`src/core/bpu_regs.svh`:
```
// Constants of the branch and predication unit
`ifndef BPU_REGS_SVH
`define BPU_REGS_SVH
`define BPU_REG_LINK 4'he
`define BPU_REG_SP 4'hd
`define BPU_REG_PC 4'hf
`define BPU_LOW_REG_MAX 4'h7
`define BPU_COND_ALWAYS 4'he
`define BPU_COND_NEVER 4'hf
`define BPU_MAX_SLOTS 3'h4
`define BPU_NARROW_SIGN 19
`define BPU_PC_READ_OFS 32'h00000004
`define BPU_WIDE_LEN 32'h00000004
`define BPU_NARROW_LEN 32'h00000002
`define BPU_STATE_W 11
`endif

```
`src/core/bpu_pkg.sv`:
```
// Types shared by the branch and predication unit
`default_nettype none
package bpu_pkg;
  typedef enum logic [3:0] {
    OP_OTHER = 4'h0,
    OP_BRANCH = 4'h1,
    OP_CALL_IMMEDIATE = 4'h2,
    OP_JUMP_REGISTER = 4'h3,
    OP_CALL_REGISTER = 4'h4,
    OP_COMPARE_ZERO_JUMP = 4'h5,
    OP_COMPARE_NONZERO_JUMP = 4'h6,
    OP_PREDICATE_PREFIX = 4'h7,
    OP_TABLE_JUMP_BYTE = 4'h8,
    OP_TABLE_JUMP_HALF = 4'h9,
    OP_BREAKPOINT_TRAP = 4'ha,
    OP_MASK_OP = 4'hb,
    OP_PC_WRITE = 4'hc
  } op_t;
  typedef enum logic [1:0] {
    ST_IDLE = 2'b01,
    ST_TABLE = 2'b10
  } state_t;
endpackage
`default_nettype wire

```
`src/core/branch_and_predication_unit.sv`:
```
// Branch resolution and predicated-block control for the core
`include "bpu_regs.svh"
`default_nettype none
// Behaviour
// - register jump target has bit 0 cleared
// - calls write next address to link register
// - register jump with even target faults
// - wide offsets 16 MB, outside conditional 1 MB
// - only plain branch conditional outside block
// - compare jumps test zero, flags untouched
// - compare jumps use low registers only
// - compare jump target 4 to 130 forward
// - prefix makes one to four slots conditional
// - always-prefix allows no else slots
// - breakpoint in block always executes
// - exceptions allowed between and inside slots
// - exception return restores remaining slots
// - table base register, PC base follows instruction
// - half table index shifted left one
// - table entry doubled, forward from next instruction
// - no instruction here alters condition flags
module branch_and_predication_unit (
  // Clock and reset
  input wire logic clk_i,
  input wire logic rst_n_i,
  // Decoded instruction
  input wire logic instr_valid_i,
  input wire bpu_pkg::op_t op_i,
  input wire logic [3:0] cond_i,
  input wire logic wide_i,
  input wire logic [31:0] pc_i,
  input wire logic [23:0] imm_i,
  input wire logic [3:0] reg_num_i,
  input wire logic [31:0] reg_val_i,
  input wire logic [3:0] base_num_i,
  input wire logic [31:0] base_val_i,
  input wire logic [2:0] pf_count_i,
  input wire logic [2:0] pf_else_i,
  input wire logic [3:0] flags_i,
  // Table read port
  input wire logic table_ack_i,
  input wire logic [15:0] table_data_i,
  output logic table_req_o,
  output logic table_half_o,
  output logic [31:0] table_addr_o,
  // Exception interface
  input wire logic exc_entry_i,
  input wire logic exc_return_i,
  input wire logic [`BPU_STATE_W-1:0] ret_state_i,
  output logic [`BPU_STATE_W-1:0] it_state_o,
  // Results
  output logic busy_o,
  output logic exec_o,
  output logic branch_o,
  output logic [31:0] branch_target_o,
  output logic link_we_o,
  output logic [31:0] link_data_o,
  output logic fault_o,
  output logic debug_o,
  output logic illegal_o
);

  // ----------------------------------------------------------------
  // Condition evaluation
  // ----------------------------------------------------------------
  // Flags are only read here, never written back
  function automatic logic cond_ok(input logic [3:0] c, input logic [3:0] f);
    logic r;
    r = 1'b1;
    case (c[3:1])
      3'h0: r = f[2];
      3'h1: r = f[1];
      3'h2: r = f[3];
      3'h3: r = f[0];
      3'h4: r = f[1] & ~f[2];
      3'h5: r = (f[3] == f[0]);
      3'h6: r = (f[3] == f[0]) & ~f[2];
      default: r = 1'b1;
    endcase
    if (c[0] && (c != `BPU_COND_NEVER))
    begin
      r = ~r;
    end
    return r;
  endfunction

  // ----------------------------------------------------------------
  // State
  // ----------------------------------------------------------------
  bpu_pkg::state_t state_q, state_d;
  logic [3:0] it_cond_q, it_cond_d;
  logic [2:0] it_cnt_q, it_cnt_d;
  logic [3:0] it_inv_q, it_inv_d;
  logic [31:0] tpc_q, tpc_d;
  logic thalf_q, thalf_d;
  logic treq_q, treq_d;
  logic [31:0] taddr_q, taddr_d;
  logic busy_q, busy_d;
  logic exec_q, exec_d;
  logic branch_q, branch_d;
  logic [31:0] target_q, target_d;
  logic link_we_q, link_we_d;
  logic [31:0] link_q, link_d;
  logic fault_q, fault_d;
  logic debug_q, debug_d;
  logic illegal_q, illegal_d;

  // ----------------------------------------------------------------
  // Decode helpers
  // ----------------------------------------------------------------
  logic go, in_blk, last_slot, pc_writer, pass, ill, do_it;
  logic [3:0] slot_cond, eff_cond;
  logic [31:0] pc_rd, nxt, off_wide, off_narrow, off_cz, tbase, tidx;
  logic [15:0] entry;

  // Accept only while idle; an exception event owns the cycle
  assign go = instr_valid_i && (state_q == bpu_pkg::ST_IDLE) && !exc_entry_i && !exc_return_i;
  assign in_blk = (it_cnt_q != 3'h0);
  assign last_slot = (it_cnt_q == 3'h1);
  assign slot_cond = {it_cond_q[3:1], it_cond_q[0] ^ it_inv_q[0]};
  assign pc_writer = (op_i == bpu_pkg::OP_BRANCH) || (op_i == bpu_pkg::OP_CALL_IMMEDIATE) ||
                     (op_i == bpu_pkg::OP_JUMP_REGISTER) || (op_i == bpu_pkg::OP_CALL_REGISTER) ||
                     (op_i == bpu_pkg::OP_TABLE_JUMP_BYTE) ||
                     (op_i == bpu_pkg::OP_TABLE_JUMP_HALF) || (op_i == bpu_pkg::OP_PC_WRITE);
  // Outside a block only the plain branch carries its own condition
  assign eff_cond = in_blk ? slot_cond :
                    ((op_i == bpu_pkg::OP_BRANCH) ? cond_i : `BPU_COND_ALWAYS);
  assign pass = cond_ok(eff_cond, flags_i);
  assign pc_rd = pc_i + `BPU_PC_READ_OFS;
  assign nxt = pc_i + (wide_i ? `BPU_WIDE_LEN : `BPU_NARROW_LEN);
  // Halfword offsets: 24 bits give 16 MB, 20 bits give 1 MB
  assign off_wide = {{7{imm_i[23]}}, imm_i, 1'b0};
  assign off_narrow = {{11{imm_i[`BPU_NARROW_SIGN]}}, imm_i[19:0], 1'b0};
  assign off_cz = {25'h0000000, imm_i[5:0], 1'b0};
  assign tbase = (base_num_i == `BPU_REG_PC) ? nxt : base_val_i;
  assign tidx = (op_i == bpu_pkg::OP_TABLE_JUMP_HALF) ?
                {reg_val_i[30:0], 1'b0} : reg_val_i;
  assign entry = thalf_q ? table_data_i : {8'h00, table_data_i[7:0]};

  // Legality screen; the offending instruction is squashed, except that a breakpoint still pulses debug
  always_comb
  begin
    ill = 1'b0;
    if (in_blk && ((op_i == bpu_pkg::OP_PREDICATE_PREFIX) || (op_i == bpu_pkg::OP_MASK_OP) ||
        (op_i == bpu_pkg::OP_COMPARE_ZERO_JUMP) || (op_i == bpu_pkg::OP_COMPARE_NONZERO_JUMP)))
    begin
      ill = 1'b1;
    end
    if (in_blk && pc_writer && !last_slot)
    begin
      ill = 1'b1;
    end
    if (in_blk && (op_i != bpu_pkg::OP_BREAKPOINT_TRAP) && (cond_i != slot_cond))
    begin
      ill = 1'b1;
    end
    if (!in_blk && (op_i != bpu_pkg::OP_BRANCH) && (op_i != bpu_pkg::OP_PREDICATE_PREFIX) &&
        (cond_i != `BPU_COND_ALWAYS))
    begin
      ill = 1'b1;
    end
    if ((op_i == bpu_pkg::OP_PREDICATE_PREFIX) && ((pf_count_i == 3'h0) ||
        (pf_count_i > `BPU_MAX_SLOTS) ||
        ((cond_i == `BPU_COND_ALWAYS) && (pf_else_i != 3'h0))))
    begin
      ill = 1'b1;
    end
    if (((op_i == bpu_pkg::OP_COMPARE_ZERO_JUMP) || (op_i == bpu_pkg::OP_COMPARE_NONZERO_JUMP))
        && (reg_num_i > `BPU_LOW_REG_MAX))
    begin
      ill = 1'b1;
    end
    if (((op_i == bpu_pkg::OP_TABLE_JUMP_BYTE) || (op_i == bpu_pkg::OP_TABLE_JUMP_HALF)) &&
        ((reg_num_i == `BPU_REG_SP) || (reg_num_i == `BPU_REG_PC) ||
        (base_num_i == `BPU_REG_SP)))
    begin
      ill = 1'b1;
    end
    if ((op_i == bpu_pkg::OP_CALL_REGISTER) && (reg_num_i == `BPU_REG_PC))
    begin
      ill = 1'b1;
    end
  end

  assign do_it = go && !ill && pass;

  // ----------------------------------------------------------------
  // Predication state
  // ----------------------------------------------------------------
  // Restore wins over entry so a nested return cannot lose slots
  always_comb
  begin
    it_cond_d = it_cond_q;
    it_cnt_d = it_cnt_q;
    it_inv_d = it_inv_q;
    if (exc_return_i)
    begin
      {it_cond_d, it_cnt_d, it_inv_d} = ret_state_i;
    end
    else if (exc_entry_i)
    begin
      it_cond_d = 4'h0;
      it_cnt_d = 3'h0;
      it_inv_d = 4'h0;
    end
    else if (go && (op_i == bpu_pkg::OP_PREDICATE_PREFIX) && !in_blk && !ill)
    begin
      it_cond_d = cond_i;
      it_cnt_d = pf_count_i;
      it_inv_d = {pf_else_i, 1'b0};
    end
    else if (go && in_blk)
    begin
      it_cnt_d = it_cnt_q - 3'h1;
      it_inv_d = {1'b0, it_inv_q[3:1]};
      if (last_slot)
      begin
        it_cond_d = 4'h0;
      end
    end
  end

  always_ff @(posedge clk_i or negedge rst_n_i)
  begin
    if (!rst_n_i)
    begin
      it_cond_q <= 4'h0;
      it_cnt_q <= 3'h0;
      it_inv_q <= 4'h0;
    end
    else
    begin
      it_cond_q <= it_cond_d;
      it_cnt_q <= it_cnt_d;
      it_inv_q <= it_inv_d;
    end
  end

  // ----------------------------------------------------------------
  // Branch resolution and table walk
  // ----------------------------------------------------------------
  // Results are one-cycle pulses; a table read holds off new work
  always_comb
  begin
    state_d = state_q;
    tpc_d = tpc_q;
    thalf_d = thalf_q;
    taddr_d = taddr_q;
    treq_d = 1'b0;
    exec_d = go && !ill && pass;
    branch_d = 1'b0;
    target_d = target_q;
    link_we_d = 1'b0;
    link_d = link_q;
    fault_d = 1'b0;
    debug_d = go && (op_i == bpu_pkg::OP_BREAKPOINT_TRAP);
    illegal_d = go && ill;
    unique case (state_q)
      bpu_pkg::ST_IDLE:
      begin
        if (do_it)
        begin
          unique case (op_i)
            bpu_pkg::OP_BRANCH:
            begin
              branch_d = 1'b1;
              target_d = pc_rd + ((in_blk || (cond_i == `BPU_COND_ALWAYS)) ?
                         off_wide : off_narrow);
            end
            bpu_pkg::OP_CALL_IMMEDIATE:
            begin
              branch_d = 1'b1;
              target_d = pc_rd + off_wide;
              link_we_d = 1'b1;
              link_d = nxt;
            end
            bpu_pkg::OP_JUMP_REGISTER, bpu_pkg::OP_CALL_REGISTER:
            begin
              if (!reg_val_i[0])
              begin
                fault_d = 1'b1;
              end
              else
              begin
                branch_d = 1'b1;
                target_d = {reg_val_i[31:1], 1'b0};
                link_we_d = (op_i == bpu_pkg::OP_CALL_REGISTER);
                link_d = nxt;
              end
            end
            bpu_pkg::OP_COMPARE_ZERO_JUMP, bpu_pkg::OP_COMPARE_NONZERO_JUMP:
            begin
              branch_d = (reg_val_i == 32'h00000000) ==
                         (op_i == bpu_pkg::OP_COMPARE_ZERO_JUMP);
              target_d = pc_rd + off_cz;
            end
            bpu_pkg::OP_TABLE_JUMP_BYTE, bpu_pkg::OP_TABLE_JUMP_HALF:
            begin
              state_d = bpu_pkg::ST_TABLE;
              treq_d = 1'b1;
              taddr_d = tbase + tidx;
              thalf_d = (op_i == bpu_pkg::OP_TABLE_JUMP_HALF);
              tpc_d = nxt;
            end
            default:
            begin
              branch_d = 1'b0;
            end
          endcase
        end
      end
      bpu_pkg::ST_TABLE:
      begin
        if (table_ack_i)
        begin
          state_d = bpu_pkg::ST_IDLE;
          branch_d = 1'b1;
          target_d = tpc_q + {15'h0000, entry, 1'b0};
        end
      end
      default:
      begin
        state_d = bpu_pkg::ST_IDLE;
      end
    endcase
    busy_d = (state_d != bpu_pkg::ST_IDLE);
  end

  always_ff @(posedge clk_i or negedge rst_n_i)
  begin
    if (!rst_n_i)
    begin
      state_q <= bpu_pkg::ST_IDLE;
      tpc_q <= 32'h00000000;
      thalf_q <= 1'b0;
      treq_q <= 1'b0;
      taddr_q <= 32'h00000000;
      busy_q <= 1'b0;
      exec_q <= 1'b0;
      branch_q <= 1'b0;
      target_q <= 32'h00000000;
      link_we_q <= 1'b0;
      link_q <= 32'h00000000;
      fault_q <= 1'b0;
      debug_q <= 1'b0;
      illegal_q <= 1'b0;
    end
    else
    begin
      state_q <= state_d;
      tpc_q <= tpc_d;
      thalf_q <= thalf_d;
      treq_q <= treq_d;
      taddr_q <= taddr_d;
      busy_q <= busy_d;
      exec_q <= exec_d;
      branch_q <= branch_d;
      target_q <= target_d;
      link_we_q <= link_we_d;
      link_q <= link_d;
      fault_q <= fault_d;
      debug_q <= debug_d;
      illegal_q <= illegal_d;
    end
  end

  // Outputs straight from flops
  assign table_req_o = treq_q;
  assign table_half_o = thalf_q;
  assign table_addr_o = taddr_q;
  assign it_state_o = {it_cond_q, it_cnt_q, it_inv_q};
  assign busy_o = busy_q;
  assign exec_o = exec_q;
  assign branch_o = branch_q;
  assign branch_target_o = target_q;
  assign link_we_o = link_we_q;
  assign link_data_o = link_q;
  assign fault_o = fault_q;
  assign debug_o = debug_q;
  assign illegal_o = illegal_q;
endmodule
`default_nettype wire

```
`config.mk`:
```
export PLATFORM = sky130hd
export DESIGN_NAME = branch_and_predication_unit
export DESIGN_NICKNAME = d
export VERILOG_FILES = /design/src/core/bpu_pkg.sv /design/src/core/branch_and_predication_unit.sv
export VERILOG_INCLUDE_DIRS = /design/src /design/src/core
export SDC_FILE = /design/constraint.sdc
export NUM_CORES = 1
export LEC_CHECK = 0
export BUFFER_PORTS_ARGS = -buffer_cell sky130_fd_sc_hd__buf_2
export CORE_MARGIN = 2
export CORE_UTILIZATION = 55
export CTS_CLUSTER_SIZE = 28
export DETAILED_ROUTE_END_ITERATION = 6
export GPL_TIMING_DRIVEN = 0
export HOLD_SLACK_MARGIN = 0.03
export MAX_ROUTING_LAYER = met4
export PLACE_DENSITY = 0.79
export SKIP_CTS_REPAIR_TIMING = 1
export SYNTH_ARGS = -nofsm -noshare
export SYNTH_HDL_FRONTEND = slang
export SYNTH_SLANG_ARGS = --single-unit
export TNS_END_PERCENT = 30
```
`constraint.sdc`:
```
create_clock -name clk_i -period 12.1 [get_ports clk_i]
set_clock_uncertainty 0.2 [all_clocks]
set_input_delay 2.42 -clock clk_i [delete_from_list [all_inputs] [get_ports clk_i]]
set_output_delay 2.42 -clock clk_i [all_outputs]
set_load 0.05 [all_outputs]
```
* Yosys cells after proc, flatten, opt, wreduce, memory -nomap -nowiden
Index checks and enable logic that the tools add are counted.
** Cells by class
- Add/subtract/negate cells :: 8
- Order comparisons :: 2
- Eq/ne operators :: 40
- Muxes and demuxes :: 57
- Bitwise gates (word level) :: 5
- Reduce and logical (&&, ||, !) cells :: 63
** Operator list (count)
- $mux 32 :: 7
- $pmux 32 s2 :: 2
- $pmux 32 s4 :: 1
- $add 32x32->32 :: 3
- $mux 4 :: 11
- $eq 4x4->1 const B :: 10
- $add 32x17->32 :: 1
- $add 32x3->32 :: 1
- $add 32x3->32 const B :: 1
- $add 32x7->32 :: 1
- $logic_not 32->1 :: 1
- $logic_and 1x1->1 :: 25
- $mux 1 :: 22
- $eq 4x3->1 const B :: 4
- $logic_or 1x1->1 :: 16
- $mux 16 :: 1
- $mux 3 :: 5
- $ne 4x4->1 const B :: 3
- $eq 3x3->1 const B :: 3
- $eq 4x2->1 const B :: 2
- $reduce_bool 4->1 :: 2
- $reduce_or 2->1 :: 4
- $pmux 1 s7 :: 1
- $eq 3x1->1 const B :: 2
- other kinds (30) :: 46
** Word-level totals
- Register bits :: 150
- Bits of input ports :: 180
- Output and inout port bits :: 116
- Word-level logic and storage cells :: 192

* Depth between registers and ports, before layout
- Depth in word-level cells :: 22
- Mapped depth :: 19
- Gate-level depth less buffers :: 19

* Worst setup path before layout
OpenSTA, ideal clock, no wires.
- Kind :: input-to-reg
- Start point :: input port wide_i
- End point :: register taddr_q[30], in the netlist table_addr_o[30]
- Library setup time :: 123 ps
- Arrival time :: 6092 ps
- Required time :: 11777 ps
- Slack :: 5684 ps
- Stages :: 18
- Buffers on the path :: 0
- Cells stage by stage :: inv_1 ha_1 inv_1 fa_1 nor4_1 nand3_1 xor2_1 o21ai_0 ha_1 a21oi_1 o21ai_0 a21o_1 a311oi_1 a311o_1 a31oi_1 a21oi_1 xor2_1 o21ai_1
** On the way
- Cells in the longest elaborated chain, start to end :: 4
** Ends and longest elaborated chain
- start: declaration :: RTL line branch_and_predication_unit.sv:30 : input wire logic wide_i,
- $mux 3 (no line)
- $add 32x3->32 :: RTL line branch_and_predication_unit.sv:130 : assign nxt = pc_i + (wide_i ? `BPU_WIDE_LEN : `BPU_NARROW_LEN);
- $mux 32 :: RTL line branch_and_predication_unit.sv:135 : assign tbase = (base_num_i == `BPU_REG_PC) ? nxt : base_val_i;
- $add 32x32->32 :: RTL line branch_and_predication_unit.sv:301 : taddr_d = tbase + tidx;
- end signal: assignment :: RTL line branch_and_predication_unit.sv:354 : taddr_q <= taddr_d;
- end: declaration :: RTL line branch_and_predication_unit.sv:97 : logic [31:0] taddr_q, taddr_d;
No other way between the ends.
A chain may end at the register's enable or synchronous reset.

* Final worst setup path
- Start point :: input port op_i[3]
- End point :: register taddr_q[27], in the netlist table_addr_o[27]
** On the way
- Cells in the longest elaborated chain, start to end :: 20
- Elaborated cells between the ends (all ways) :: 66
- Those cells by class :: add/sub (1); eq/ne (21); mux (13); bitwise (1); reduce/logical (30)
** Ends and longest elaborated chain
- start: declaration :: RTL line branch_and_predication_unit.sv:28 : input wire bpu_pkg::op_t op_i,
- $eq 4x1->1 or $eq 4x2->1 (tied branches) :: RTL line branch_and_predication_unit.sv:121, branch_and_predication_unit.sv:127
- $logic_or 1x1->1 (2 in a row) :: RTL line branch_and_predication_unit.sv:121 : assign pc_writer = (op_i == bpu_pkg::OP_BRANCH) || (op_i == bpu_pkg::OP_CALL_IMMEDIATE) ||
- $logic_or 1x1->1 (2 in a row) :: RTL line branch_and_predication_unit.sv:122 : (op_i == bpu_pkg::OP_JUMP_REGISTER) || (op_i == bpu_pkg::OP_CALL_REGISTER) ||
- $logic_or 1x1->1 :: RTL line branch_and_predication_unit.sv:123 : (op_i == bpu_pkg::OP_TABLE_JUMP_BYTE) ||
- $logic_or 1x1->1 :: RTL line branch_and_predication_unit.sv:124 : (op_i == bpu_pkg::OP_TABLE_JUMP_HALF) || (op_i == bpu_pkg::OP_PC_WRITE);
- $logic_and 1x1->1 (2 in a row) :: RTL line branch_and_predication_unit.sv:149 : if (in_blk && pc_writer && !last_slot)
- $mux 1 :: RTL line branch_and_predication_unit.sv:149
- $mux 1 :: RTL line branch_and_predication_unit.sv:153 : if (in_blk && (op_i != bpu_pkg::OP_BREAKPOINT_TRAP) && (cond_i != slot_cond))
- $mux 1 :: RTL line branch_and_predication_unit.sv:157 : if (!in_blk && (op_i != bpu_pkg::OP_BRANCH) && (op_i != bpu_pkg::OP_PREDICATE_PREFIX) &&
- $mux 1 :: RTL line branch_and_predication_unit.sv:162 : if ((op_i == bpu_pkg::OP_PREDICATE_PREFIX) && ((pf_count_i == 3'h0) ||
- $mux 1 :: RTL line branch_and_predication_unit.sv:168 : if (((op_i == bpu_pkg::OP_COMPARE_ZERO_JUMP) || (op_i == bpu_pkg::OP_COMPARE_NONZERO_JUMP))
- $mux 1 :: RTL line branch_and_predication_unit.sv:173 : if (((op_i == bpu_pkg::OP_TABLE_JUMP_BYTE) || (op_i == bpu_pkg::OP_TABLE_JUMP_HALF)) &&
- $mux 1 :: RTL line branch_and_predication_unit.sv:179 : if ((op_i == bpu_pkg::OP_CALL_REGISTER) && (reg_num_i == `BPU_REG_PC))
- $logic_not 1->1 :: RTL line branch_and_predication_unit.sv:185 : assign do_it = go && !ill && pass;
- $logic_and 1x1->1 (2 in a row) :: RTL line branch_and_predication_unit.sv:185
- $reduce_and 3->1 (no line)
Several ways; a longest one is shown, not always the timed one.

==> results.toml <==
[critical_path]
worstPathRequired_ns = 12.22
criticalPathCategory = "in2reg"
worst_r2r_path_depth = 15
endpoint_of_the_worst_register_to_register_path = "branch_target_o[29]$_DFFE_PN0P_"
crit_path_start_kind = "input port"
critical_path_peak_fanout = 10
setup.worst_path.end_class = "register"
crit-reg2reg-launch = "it_cnt_q[0]$_DFFE_PN0P_"
r2r_setup_slack_ns = 6.99
critPathArrivalTime_ns = 7.54

[placed_design]
post-dp-hpwl_microns = 38500
io_buffers = 286
dpl.cell_count = 2200
gp_congestion = 0.991
place_worst_setup_slack_ns = 4.38

[clock_tree]
insertion_delay_ns = 0.44
htree_levels = 4
cts_tree = "built"
clkSinkCount = 150
clk_pin_slew_worst_paths_ns = 0.07
numCtsBuffers = 17
clock-root-buffer = "sky130_fd_sc_hd__clkbuf_16"
cts-root-to-sink-buffers = 2

[job]
maxCapViolations = 0

[global_routing]
globalRoute.totalOverflow = 0
antenna_found_initial = 6
gr-usage-all-layers = 0.396
grt_pass1_wl_microns = 72300
grt_max_degree = 83
grt_pass1_vias = 12962

[synth]
synth_seq_area_share = 0.291
netlist_top_cells_area = "sky130_fd_sc_hd__dfrtp_1 (29%), sky130_fd_sc_hd__ha_1 (8.2%), sky130_fd_sc_hd__nand2_1 (6.0%), sky130_fd_sc_hd__a21oi_1 (5.0%), sky130_fd_sc_hd__xnor2_1 (4.7%)"
netlist-cell-type-count = 75
syn-mean-instance-area_sq_um = 8.11
synthArstFlopShare = 1.00
yosysTopAreaCellShare = 0.289
post_synth_instance_area_sq_um = 12900
dominantRegCellSynth = "sky130_fd_sc_hd__dfrtp_1"
ys_warn_count = 0
synth_top_cell_by_area = "sky130_fd_sc_hd__dfrtp_1"
postSynthNetCount = 1863
ys_ff_latch = 150
synth-edff-count = 0
post_synth_inst_count = 1594

[hold_path]
hp-class = "reg2reg"
holdPathStages = 2
min_delay_worst_endpoint = "tpc_q[0]$_DFFE_PN0P_"
timing.hold.worst.start = "tpc_q[0]$_DFFE_PN0P_"

[floorplan]
floorplan_core_area_sq_um = 23300
die_height_microns = 157
io-pin-count = 296
initial_cell_density_of_the_core = 0.556
die_w_microns = 157
rows = 56
die_area_sq_um = 24700

[pwr]
max_ir_drop_vdd_mv = 0.106
pwr_density_cell_nw_per_um2 = 147
total_leakage_power_nw = 7.45

[finish]
finalNonFillerCells = 2237
area_growth_syn_to_layout_pct = 19.3
nNetsFinal = 2169
layout.core_utilization = 0.663
final_layout_size_suffix_gt1_frac = 0.220

[sta]
fin_ws_ns = 4.68
worst_pin_slew_ns = 1.20
final-max-slew-violation-count = 0
report.final.hold_viol_count = 0
max_freq_mhz = 135
min_period_over_period = 0.613
relSlewSlack = 0.193
setup_repair_after_global_routing_missed_its_margin = "false"
timing.final.crit_period_ns = 7.42
setup_total_neg_slack_ns = 0
finalSetupViolations = 0

[detailed_routing]
drt_pass1_iterations = 6
route.detailed.wl_per_inst_microns = 21.4
drtAntennaViolNets = 0
post-route-drc-count = 0
dr_total_vias = 13797
detail_route.iter0.violations = 1417
route.final.wire_length_microns = 47900
vias_per_std_cell = 6.17

[status]
status = "finished, final reports clean"
[worst max-delay path, cell delays in order]
cell and delay, ns:
sky130_fd_sc_hd__buf_2 0.13, sky130_fd_sc_hd__clkbuf_1 0.36, sky130_fd_sc_hd__nand2_1 0.25, sky130_fd_sc_hd__nor2_1 0.78, sky130_fd_sc_hd__clkbuf_1 0.49, sky130_fd_sc_hd__mux2_2 0.40, sky130_fd_sc_hd__ha_1 0.33, sky130_fd_sc_hd__a211oi_1 0.28
sky130_fd_sc_hd__o311ai_0 0.25, sky130_fd_sc_hd__a311o_1 0.47, sky130_fd_sc_hd__a31oi_1 0.43, sky130_fd_sc_hd__o21ai_0 0.28, sky130_fd_sc_hd__a21o_1 0.24, sky130_fd_sc_hd__a21oi_1 0.17, sky130_fd_sc_hd__xor2_1 0.19, sky130_fd_sc_hd__o21ai_1 0.08
[cell families after synthesis]
kind of cell / after synthesis / synth area share
mux: 62 / 0.0526
simple gates: 568 / 0.205
xor+xnor: 132 / 0.0895
compound gates: 473 / 0.231
buf+inv: 120 / 0.0421
fa+ha+maj: 89 / 0.0885
flops: 150 / 0.291
[report_power, final]
part / switching (mW) / internal [mW]
Sequential: 0.0598 / 0.594
Clock: 0.247 / 0.330
Combinational: 0.712 / 0.327
Total: 1.02 / 1.25
[layout make-up]
type | instances | area (sq um)
Fill cell | 2062 | 7850
Sequential cell | 150 | 3750
Buffer | 72 | 362
Antenna cell | 6 | 15.0
Inverter | 48 | 183
Tap cell | 319 | 399
Clock buffer | 17 | 425
Clock inverter | 14 | 188
Multi-Input combinational cell | 1324 | 8620
Timing Repair Buffer | 287 | 1470
[sequential cells by signal, summed over array words and instances, names as in the netlist]
register         flops
branch_target_o     32
link_data_o         32
table_addr_o        32
tpc_q               32
it_cond_q            4
it_inv_q             4
it_cnt_q             3
state_q              2
branch_o             1
busy_o               1
debug_o              1
exec_o               1
fault_o              1
illegal_o            1
link_we_o            1
table_half_o         1
table_req_o          1
[through the flow]
| step | hold WS, ns | power, mW | area, sq um |
|---|---|---|---|
| floorplan | 0.247 | 1.39 | 12900 |
| global placement | 0.260 | 1.67 | 14800 |
| detailed placement | 0.265 | 1.69 | 14800 |
| CTS | 0.280 | 2.26 | 15400 |
| global route | 0.299 | 2.37 | 15400 |
| finish | 0.281 | 2.27 | 15400 |
[synth_stat cells, types with 5 or more instances]
cell type,n
sky130_fd_sc_hd__nor2_1,141
sky130_fd_sc_hd__o22ai_1,10
sky130_fd_sc_hd__mux2_2,47
sky130_fd_sc_hd__nand2b_1,17
sky130_fd_sc_hd__a21o_1,46
sky130_fd_sc_hd__nor2b_1,11
sky130_fd_sc_hd__or2_2,8
sky130_fd_sc_hd__a31oi_1,18
sky130_fd_sc_hd__dfrtp_1,149
sky130_fd_sc_hd__mux2i_1,15
sky130_fd_sc_hd__o211ai_1,18
sky130_fd_sc_hd__xor2_1,62
sky130_fd_sc_hd__o21bai_1,6
sky130_fd_sc_hd__and4_1,7
sky130_fd_sc_hd__o21ai_2,10
sky130_fd_sc_hd__a21boi_0,5
sky130_fd_sc_hd__a221oi_1,6
sky130_fd_sc_hd__and2_1,30
sky130_fd_sc_hd__o21ai_0,81
sky130_fd_sc_hd__a211oi_1,18
sky130_fd_sc_hd__or3_1,8
sky130_fd_sc_hd__clkbuf_1,47
sky130_fd_sc_hd__a21oi_1,129
sky130_fd_sc_hd__nand4_1,20
sky130_fd_sc_hd__buf_2,10
sky130_fd_sc_hd__nor3_1,32
sky130_fd_sc_hd__a211o_1,7
sky130_fd_sc_hd__buf_6,9
sky130_fd_sc_hd__o21ai_1,50
sky130_fd_sc_hd__o31ai_1,11
sky130_fd_sc_hd__and3_1,16
sky130_fd_sc_hd__o21a_1,8
sky130_fd_sc_hd__nand3_1,39
sky130_fd_sc_hd__inv_1,47
sky130_fd_sc_hd__nor4_1,18
sky130_fd_sc_hd__xnor2_1,70
sky130_fd_sc_hd__a22oi_1,7
sky130_fd_sc_hd__ha_1,85
sky130_fd_sc_hd__nand2_1,205
[layer usage]
| metal | global-route usage | share of wire | routed length, microns | up-vias |
|---|---|---|---|---|
| met5 | - | 0 | 0 | - |
| met1 | 0.526 | 0.42 | 20100 | 6566 |
| met2 | 0.613 | 0.45 | 21500 | 736 |
| met4 | 0.152 | 0.037 | 1760 | 0 |
| li1 | - | - | - | 6381 |
| met3 | 0.0597 | 0.095 | 4550 | 114 |
[how the worst max path moves through the flow]
stage               startpoint                      endpoint  slack, ns  depth (start not counted)
floorplan               wide_i  table_addr_o[30]$_DFFE_PN0P_       5.68                         18
global placement        wide_i  table_addr_o[28]$_DFFE_PN0P_       4.38                         19
detailed placement     op_i[3]  table_addr_o[27]$_DFFE_PN0P_       4.38                         16
CTS                    op_i[3]  table_addr_o[27]$_DFFE_PN0P_       4.81                         16
global route           op_i[3]  table_addr_o[27]$_DFFE_PN0P_       4.32                         16
finish                 op_i[3]  table_addr_o[27]$_DFFE_PN0P_       4.68                         16
[placed cells by master (no fill, tap or decap), types with 47 or more instances in the layout]
master,n
sky130_fd_sc_hd__nor2_1,141
sky130_fd_sc_hd__nand2_1,205
sky130_fd_sc_hd__xnor2_1,70
sky130_fd_sc_hd__clkbuf_1,47
sky130_fd_sc_hd__o21ai_1,50
sky130_fd_sc_hd__a21oi_1,129
sky130_fd_sc_hd__dfrtp_1,149
sky130_fd_sc_hd__mux2_2,47
sky130_fd_sc_hd__o21ai_0,81
sky130_fd_sc_hd__ha_1,85
sky130_fd_sc_hd__inv_1,47
sky130_fd_sc_hd__buf_2,295
sky130_fd_sc_hd__xor2_1,62
(Power assumes the default switching activity.)
